--- src/shared/ptach_regs.vh ---
// constants of the prescaled tachometer counter
`ifndef PTACH_REGS_VH
`define PTACH_REGS_VH
`define PTACH_CLK_HZ       32'h02FA_F080
`define PTACH_GATE_S       32'h0000_0001
`define PTACH_GATE_CYCLES  (`PTACH_CLK_HZ * `PTACH_GATE_S)
`define PTACH_READ_MAX     14'h2710
`define PTACH_W_HUND       10'h064
`define PTACH_W_TENS       10'h00A
`define PTACH_MODE_DIV     1'h0
`define PTACH_MODE_MUL     1'h1
`define PTACH_CNT_W        32
`define PTACH_RESET_READ   14'h0000
`endif

--- src/ptach_scale.v ---
// scaling unit: divide or multiply a gate count by the prescale factor, saturated
`timescale 1ns/10ps
`default_nettype none
`include "ptach_regs.vh"
module ptach_scale (
  // operands
  input  wire [31:0] count,
  input  wire [9:0]  factor,
  input  wire        mode_mul,
  // result
  output reg  [13:0] result
);
  reg [41:0] prod;
  reg [31:0] quot;
  always @* begin
    prod = 42'h0;
    quot = 32'h0;
    result = `PTACH_RESET_READ;
    if (mode_mul == `PTACH_MODE_MUL) begin
      prod = count * factor;
      if (prod > {28'h0, `PTACH_READ_MAX})
        result = `PTACH_READ_MAX;
      else
        result = prod[13:0];
    end else begin
      // zero factor treated as one
      quot = (factor == 10'h000) ? count : count / {22'h0, factor};
      if (quot > {18'h0, `PTACH_READ_MAX})
        result = `PTACH_READ_MAX;
      else
        result = quot[13:0];
    end
  end
endmodule // ptach_scale
`default_nettype wire

--- src/ptach_top.v ---
// prescaled tachometer counter: gate, pulse count, scale and reading latch

`timescale 1ns/10ps
`default_nettype none
`include "ptach_regs.vh"

module ptach_top #(
  parameter [31:0] GATE_CYCLES = `PTACH_GATE_CYCLES
) (
  // clock and reset
  input  wire        clk,
  input  wire        reset,
  // encoder pulse pin
  input  wire        enc_pulse,
  // prescale selectors
  input  wire        sel_multiply,
  input  wire [3:0]  sel_hund,
  input  wire [3:0]  sel_tens,
  input  wire [3:0]  sel_units,
  // reading
  output reg  [13:0] reading,
  output reg         reading_valid
);

  // ----------------------------------------------------------------
  // pin gathering
  // ----------------------------------------------------------------
  localparam PIN_W    = 14;
  localparam PIN_ENC  = 13;
  localparam PIN_MODE = 12;

  wire [13:0] pin_raw;
  wire [13:0] pin_sync;

  assign pin_raw[PIN_ENC]  = enc_pulse;
  assign pin_raw[PIN_MODE] = sel_multiply;
  assign pin_raw[11:8]     = sel_hund;
  assign pin_raw[7:4]      = sel_tens;
  assign pin_raw[3:0]      = sel_units;

  // ----------------------------------------------------------------
  // input synchronisers
  // ----------------------------------------------------------------
  // every pin is asynchronous, so each bit passes two flops
  genvar gi;

  generate
    for (gi = 0; gi < PIN_W; gi = gi + 1) begin : g_sync
      reg stage1;
      reg stage2;

      always @(posedge clk) begin
        if (reset) begin
          stage1 <= 1'b0;
          stage2 <= 1'b0;
        end else begin
          stage1 <= pin_raw[gi];
          stage2 <= stage1;
        end
      end

      assign pin_sync[gi] = stage2;
    end
  endgenerate

  // ----------------------------------------------------------------
  // synchronised fields
  // ----------------------------------------------------------------
  wire       pulse_sync;
  wire       mode_mul;
  wire [3:0] digit_hund;
  wire [3:0] digit_tens;
  wire [3:0] digit_units;

  assign pulse_sync  = pin_sync[PIN_ENC];
  assign mode_mul    = pin_sync[PIN_MODE];
  assign digit_hund  = pin_sync[11:8];
  assign digit_tens  = pin_sync[7:4];
  assign digit_units = pin_sync[3:0];

  // ----------------------------------------------------------------
  // encoder edge detector
  // ----------------------------------------------------------------
  reg  pulse_d;
  wire pulse_rise;

  // resets low like the idle pin, so no false edge follows reset
  always @(posedge clk) begin
    if (reset) begin
      pulse_d <= 1'b0;
    end else begin
      pulse_d <= pulse_sync;
    end
  end

  assign pulse_rise = pulse_sync & ~pulse_d;

  // ----------------------------------------------------------------
  // prescale factor
  // ----------------------------------------------------------------
  wire [9:0] weight_hund;
  wire [9:0] weight_tens;
  wire [9:0] weight_units;
  wire [9:0] factor;

  assign weight_hund  = {6'h00, digit_hund} * `PTACH_W_HUND;
  assign weight_tens  = {6'h00, digit_tens} * `PTACH_W_TENS;
  assign weight_units = {6'h00, digit_units};
  // largest legal setting is 999, which fits ten bits
  assign factor       = weight_hund + weight_tens + weight_units;

  // ----------------------------------------------------------------
  // gate timer
  // ----------------------------------------------------------------
  // index of the closing cycle of each gate
  localparam [31:0] GATE_LAST = GATE_CYCLES - 32'h0000_0001;

  reg  [31:0] gate_cnt;
  reg  [31:0] next_gate_cnt;
  wire        gate_end;

  assign gate_end = (gate_cnt == GATE_LAST);

  always @* begin
    next_gate_cnt = gate_cnt + 32'h0000_0001;
    if (gate_end) begin
      next_gate_cnt = 32'h0000_0000;
    end
  end

  always @(posedge clk) begin
    if (reset) begin
      gate_cnt <= 32'h0000_0000;
    end else begin
      gate_cnt <= next_gate_cnt;
    end
  end

  // ----------------------------------------------------------------
  // pulse counter
  // ----------------------------------------------------------------
  reg  [31:0] pulse_cnt;
  reg  [31:0] next_pulse_cnt;
  wire        pulse_full;
  wire        pulse_step;

  // saturates rather than wrapping, so a flood still reads as the cap
  assign pulse_full = (pulse_cnt == 32'hFFFF_FFFF);
  assign pulse_step = pulse_rise & ~pulse_full;

  always @* begin
    next_pulse_cnt = pulse_cnt;
    if (gate_end) begin
      // an edge on the closing cycle belongs to the new gate
      next_pulse_cnt = {31'h0, pulse_rise};
    end else if (pulse_step) begin
      next_pulse_cnt = pulse_cnt + 32'h0000_0001;
    end
  end

  always @(posedge clk) begin
    if (reset) begin
      pulse_cnt <= 32'h0000_0000;
    end else begin
      pulse_cnt <= next_pulse_cnt;
    end
  end

  // ----------------------------------------------------------------
  // scaling
  // ----------------------------------------------------------------
  wire [13:0] scaled;

  ptach_scale u_scale (
    .count    (pulse_cnt),
    .factor   (factor),
    .mode_mul (mode_mul),
    .result   (scaled)
  );

  // ----------------------------------------------------------------
  // reading latch
  // ----------------------------------------------------------------
  reg [13:0] next_reading;
  reg        next_reading_valid;

  always @* begin
    next_reading       = reading;
    next_reading_valid = 1'b0;
    if (gate_end) begin
      next_reading       = scaled;
      next_reading_valid = 1'b1;
    end
  end

  always @(posedge clk) begin
    if (reset) begin
      reading       <= `PTACH_RESET_READ;
      reading_valid <= 1'b0;
    end else begin
      reading       <= next_reading;
      reading_valid <= next_reading_valid;
    end
  end

endmodule // ptach_top
`default_nettype wire

--- config.mk ---
export PLATFORM = sky130hd
export DESIGN_NAME = ptach_top
export DESIGN_NICKNAME = d
export VERILOG_FILES = /design/src/ptach_scale.v /design/src/ptach_top.v
export VERILOG_INCLUDE_DIRS = /design/src /design/src/shared
export SDC_FILE = /design/constraint.sdc
export NUM_CORES = 2
export LEC_CHECK = 0
export ABC_AREA = 1
export BUFFER_PORTS_ARGS = -buffer_cell sky130_fd_sc_hd__clkbuf_2
export CAP_MARGIN = 25
export CORE_MARGIN = 4
export CORE_UTILIZATION = 50
export CTS_BUF_LIST = sky130_fd_sc_hd__clkbuf_16
export CTS_CLUSTER_DIAMETER = 40
export DETAILED_ROUTE_END_ITERATION = 7
export MAX_ROUTING_LAYER = met4
export PLACE_DENSITY_LB_ADDON = 0.1
export SYNTH_ARGS = -nofsm -noshare
export SYNTH_HDL_FRONTEND = slang
export SYNTH_SLANG_ARGS = --single-unit
--- constraint.sdc ---
create_clock -name clk -period 168.5 [get_ports clk]
set_clock_uncertainty 0.05 [all_clocks]
set_input_delay 33.7 -clock clk [delete_from_list [all_inputs] [get_ports clk]]
set_output_delay 33.7 -clock clk [all_outputs]
set_load 0.005 [all_outputs]
; ---- Yosys cells after proc, flatten, opt, wreduce, memory -nomap -nowiden
; Index checks and enable logic that the tools add are counted.
; W data, S select, Z words.
[totals]
regBits = 108
out_inout_bits = 15
inputBits = 16
word_cells = 60
[op_classes]
n_eq_ne = 2
multipliers = 3
muxes = 7
add_sub_neg = 4
order_cmp = 2
div = 1
n_reduce_logical = 3
n_bitwise = 4
[op_table]
columns = cell, count
row1 = $add A32 B1 Y32 const B, 2
row2 = $gt A42 B14 Y1 const B, 1
row3 = $mul A32 B10 Y42, 1
row4 = $mux W14, 3
row5 = $div A32 B10 Y32, 1
row6 = $eq A32 B26 Y1 const B, 1
row7 = $eq A32 B32 Y1 const B, 1
row8 = $gt A32 B14 Y1 const B, 1
row9 = $mux W32, 1
row10 = $add A10 B4 Y10, 1
row11 = $add A10 B8 Y10, 1
row12 = $logic_not A10 Y1, 1
row13 = $mul A4 B5 Y8 const B, 1
row14 = $mul A4 B3 Y7 const B, 1
row15 = $mux W1, 3
row16 = $and A1 B1 Y1, 2
row17 = $not A1 Y1, 2
row18 = $reduce_bool A2 Y1, 1
row19 = $reduce_or A2 Y1, 1

; ---- Longest topological paths before layout
[logic_depth]
ltp_word = 8
ltp_mapped = 562
mapped_depth_nobuf = 525

; ---- Hierarchy
; From an unflattened synthesis, not the netlist that was laid out.
[unflattened]
cells_unflattened = 6584
area_unflattened_um2 = 41848.9
[by_module_without_submodules]
columns = module, seq_area_each_um2, cells_per_inst, area_each_um2, instances
row1 = ptach_scale, 0.0, 5727, 35999.5, 1
row2 = ptach_top, 2162.1, 857, 5849.4, 1

; ---- Least setup slack after synthesis
; No wires, ideal clock.
[synth_timing]
path_type = register -> register
from = register g_sync[7].stage2
to = register reading[9]
path_slack_ns = 94.702
required_time_ns = 168.334
path_buffers = 38
setup_ns = 0.116
stages_incl_launch_ff = 538
period_less_slack_ns = 73.798
arrival_ns = 73.632
path_cell_list = dfxtp_1 ha_1 ha_1 fa_1 xor2_1 ha_1 ha_1 nand2_1 inv_1 nand3_1 nand2_1 nand2_1 nand2_2 nand3_1 nor2_4 nand3b_1 nand2_1 ha_1 [502 not listed] o21ai_0 nand2_1 a21oi_1 nor2_1 o31ai_1 nand2_1 a211oi_1 o21ai_0 a21oi_1 nand3_1 nor3_2 nand2_1 nand2_2 nand2_2 nand2_4 nand2_4 o21ai_1 nand2_1
[synth_between]
elab_chain_cells = 8
word_cells_on_any_way = 12
cone_classes = 2 x add/sub / 2 x mul / 1 x div / 2 x order compare / 4 x mux / 1 x reduce/logical
[synth_lines]
columns = element, line_no
row1 = start: declaration, ptach_top.v:50  ; reg stage2;
row2 = start signal: assignment, ptach_top.v:58  ; stage2 <= stage1;
row3 = $mul A4 B3 Y7 (no source line) *, n/a
row4 = $add A10 B8 Y10 *, ptach_top.v:110  ; assign factor = weight_hund + weight_tens + weight_units;
row5 = $add A10 B4 Y10 *, ptach_top.v:110
row6 = $div A32 B10 Y32 / $logic_not A10 Y1 (equally long branches), ptach_scale.v:27  ; quot = (factor == 10'h000) ? count : count / {22'h0, factor};
row7 = $mux W32, ptach_scale.v:27
row8 = $gt A32 B14 Y1, ptach_scale.v:28  ; if (quot > {18'h0, `PTACH_READ_MAX})
row9 = $mux W14, ptach_scale.v:28
row10 = $mux W14 *, ptach_scale.v:19  ; if (mode_mul == `PTACH_MODE_MUL) begin
row11 = end signal: assignment, ptach_top.v:198  ; reading <= `PTACH_RESET_READ;
row12 = end signal: assignment, ptach_top.v:201  ; reading <= next_reading;
row13 = end: declaration, ptach_top.v:21  ; output reg [13:0] reading,
; Every way passes the cells marked *; elsewhere a longest branch is shown, timed or not.
; A chain may end at the register's enable or synchronous reset.

; ---- Worst setup path after layout
[layout_timing]
from = register g_sync[7].stage2
to = register reading[4]
; The elaborated chain is that of the path after synthesis.

==> results.md <==
- The post-CTS repair timing setup buffer count is 0.
- The worst register-to-register path begins at g_sync[7].stage2.
- The die outline area is 0.08312 mm^2.
- The arrival time of the worst setup path is 81990 ps.
- The antenna diode count is 0.
- The start point of the worst hold path is g_sync[11].stage1.
- Setup repair after global routing left no endpoint under its margin.
- In this run the tightest slew margin relative to its limit is 32.15%.
- After synthesis, flip-flops and latches occupy around 5.5% of the total area.
- The maximum cell stage delay along the critical path is 640 ps.
- The iteration-0 DRC count of the detailed router is 2494.
- The average wire length per cell after detail routing is around 16 um.
- Of all nets on the critical path, the largest fanout is 39.
- The total clock buffers created by CTS is 9.
- Global routing finished with a remaining overflow of 0.
- The beginning of the critical path is g_sync[7].stage2.
- In the post-synthesis netlist, the biggest area contributors are nand2_1 15%, fa_1 12%, ha_1 12%.
- The number of cells upsized or downsized after cts is 0.
- The fraction of the cycle the final worst path needs is 48.52%.
- Once detail routing completed, the nets flagged for antenna violations numbered 0.
- A synthesized cell averages 6.232 um^2.
- The fraction of layout cells with a size suffix above 1 is 9.378%.
- The actual transition at the worst max-transition pin is between 1000 and 1500 ps.
- The via count of the first global-routing pass was 36937.
- The critical path's most frequent cell is nand2_1.
- The clock net sink count is 108.
- The number of violations of the max-capacitance limit is 0.
- After layout, the minimum clock period comes to roughly 82000 ps.
- The first global-routing pass estimated 189300 um of wire.
- Setup total negative slack on the finished layout was measured at 0 ps.
- The worst setup path is launched from a flip-flop.
- The synthesized area is 0.03929 mm^2.
- The maximum root-to-sink buffer count is 2.
- In this run the vertical extent of the chip is 288.3 um.
- The synthesized instance count is roughly 6300.
- The number of hold buffers added after CTS was 0.
- On the critical path, the stage with the largest delay is an instance of nor2_1.
- The number of ports placed on the die boundary is 31.
- The number of hold violations in the final report came to 0.
- The DRC violation count after routing is 0.
- For this run, the share of the core covered by cells in the final layout is approximately half.
- The max-slew violation count was 0.
- For this block, the via count after detailed routing is 39045.
- The non-filler instance count after layout is about 7300.
- The net count of the finished layout is slightly below 7000.
- The type of element capturing the critical path is a flip-flop.
- The leading area contributor after synthesis is nand2_1.
- The initial antenna violation count is 0.
- Using the TritonRoute via totals, the vias-per-cell ratio works out to 5.380.
- After detailed placement, the design holds a cell count of a little over 7000.
- The top cell types in the final layout, fill and taps aside, are 1548 x nand2_1, 938 x inv_1, 624 x nor2_1.
- The starting density of the core is 50.55%.
- The number of cells traversed by the worst register-to-register path is 498.
- The H-tree was split into 3 levels.
- After legalization and detailed placement, the total HPWL measured 93230 um.
- The path class of the tightest hold or removal check is flip-flop to flip-flop.
- Leaving out fill and tap cells, the most frequent cell in the layout is nand2_1.
- The first TritonRoute pass finished after 6 iterations.
- The minimum setup slack after placement is 87090 ps.
- STA puts the critical path data required time at ~170000 ps.
- The net count of the mapped netlist is between 6000 and 7000.
- The horizontal extent of the die is 288.3 um.
- The Yosys warning count is 0.
- The run finished with clean final reports.
- In this run, distinct cell masters in the synthesized netlist total 78.
- The area share of the largest cell type after synthesis is between 10 and 15%.
- The root buffer cell is clkbuf_16.
- The timing-limited maximum frequency is 0.01223 GHz.
- Entering global routing, the biggest net connects 53 pins.
- In this run the tool buffered the top-level ports with 30 buffer cells.
- The type of the worst setup path is flip-flop to flip-flop.
- Counting flops and latches in the post-synthesis netlist gives 108.
- The global placement routability congestion is ~0.91.
- The final worst setup slack is 86740 ps.
- TritonCTS built the clock tree.
- The global-route usage over all layers is 28.26%.
- The relative area change from synthesis to final layout is 2.802%.
- The total number of placement rows is between 100 and 150.
- The clock-pin transition on the worst setup and hold timing paths is 80 ps.
- After floorplanning, the core was sized to cover 0.07772 mm^2.
- The clock latency on the worst-skew pair is 400 ps.
- Setup violations remaining at the end of the flow were counted as 0.
- The worst hold path stage count is 2.
- The routed design has around 110000 um of wire.
-- worst max-delay path: cells and delay by family (launching register included) --
kind	cells	cell delay, ps
AO/OA/AOI/OAI	170	32290
AND/OR/NAND/NOR	209	28580
adder cells (fa/ha/maj)	36	11800
buffers and inverters	82	8090
flip-flops	1	400
XOR/XNOR	1	180
-- cell type report --
cell class                      instances  area, um^2
Inverter                             1039        3965
Tap cell                             1040        1301
Clock buffer                            9       225.2
Clock inverter                          7       88.84
Timing Repair Buffer                   58       360.3
Fill cell                            8245       37330
Sequential cell                       108        2162
Multi-Input combinational cell       4996       32290
-- path summary, 6_finish.rpt --
kind	to	slack [ps]
hold / removal	g_sync[11].stage2	360
setup / recovery	reading[4]	86740
hold reg to reg	g_sync[11].stage2	360
setup reg to reg	reading[4]	86740
-- per-layer routing --
| layer | part of all wire (%) | GRT usage (%) | vias to the layer above |
|---|---|---|---|
| met5 | 0 | - | - |
| met4 | 2.7 | 6.980 | 0 |
| met3 | 5.0 | 2.170 | 157 |
| met2 | 45 | 46.29 | 911 |
| met1 | 47 | 38.03 | 17933 |
| li1 | - | - | 20044 |
-- state kept, by name (all words and copies together) (netlist names) --
name / flops
gate_cnt: 32
pulse_cnt: 32
g_sync.stage1: 14
g_sync.stage2: 14
reading: 14
pulse_d: 1
reading_valid: 1
-- synthesized netlist by cell type (all sizes together) --
cell,count
nand2,1698
inv,998
nor2,712
nand3,507
ha,383
o21ai,357
a21oi,297
fa,243
nand4,171
xor2,159
clkbuf,117
dfxtp,108
xnor2,100
nor3,83
or2,46
buf,44
nand3b,41
clkinv,39
o21bai,36
nor4,30
a21o,26
o31ai,17
a211oi,14
o21a,14
a31oi,13
o211ai,11
o2111ai,8
nor3b,7
a221oi,5
a21boi,3
and3,3
and2,2
bufinv,2
o22ai,2
a2111o,1
a31o,1
a32o,1
nor2b,1
o2111a,1
o311ai,1
or3,1
or3b,1
-- stage by stage --
| stage | instance area, um^2 | hold WS (ps) |
|---|---|---|
| after floorplan | 39290 | 338.3 |
| after global placement | 40070 | 340.8 |
| after detailed placement | 40070 | 342.8 |
| after CTS | 40390 | 356.6 |
| after global routing | 40390 | 373.1 |
| final | 40390 | 355.1 |
-- cell families (layout without fill, tap and decap cells) --
group / count (synthesis) / in the layout / synth area share [%]
simple gates: 3303 / 3303 / 40.02
buf+inv: 1200 / 1113 / 12.36
compound gates: 808 / 808 / 11.74
fa+ha+maj: 626 / 626 / 24.58
xor+xnor: 259 / 259 / 5.793
flops: 108 / 108 / 5.503
Power is left out: the tool's default activity adds up to more than one toggle a clock period on the data nets, which glitch-free logic cannot reach.
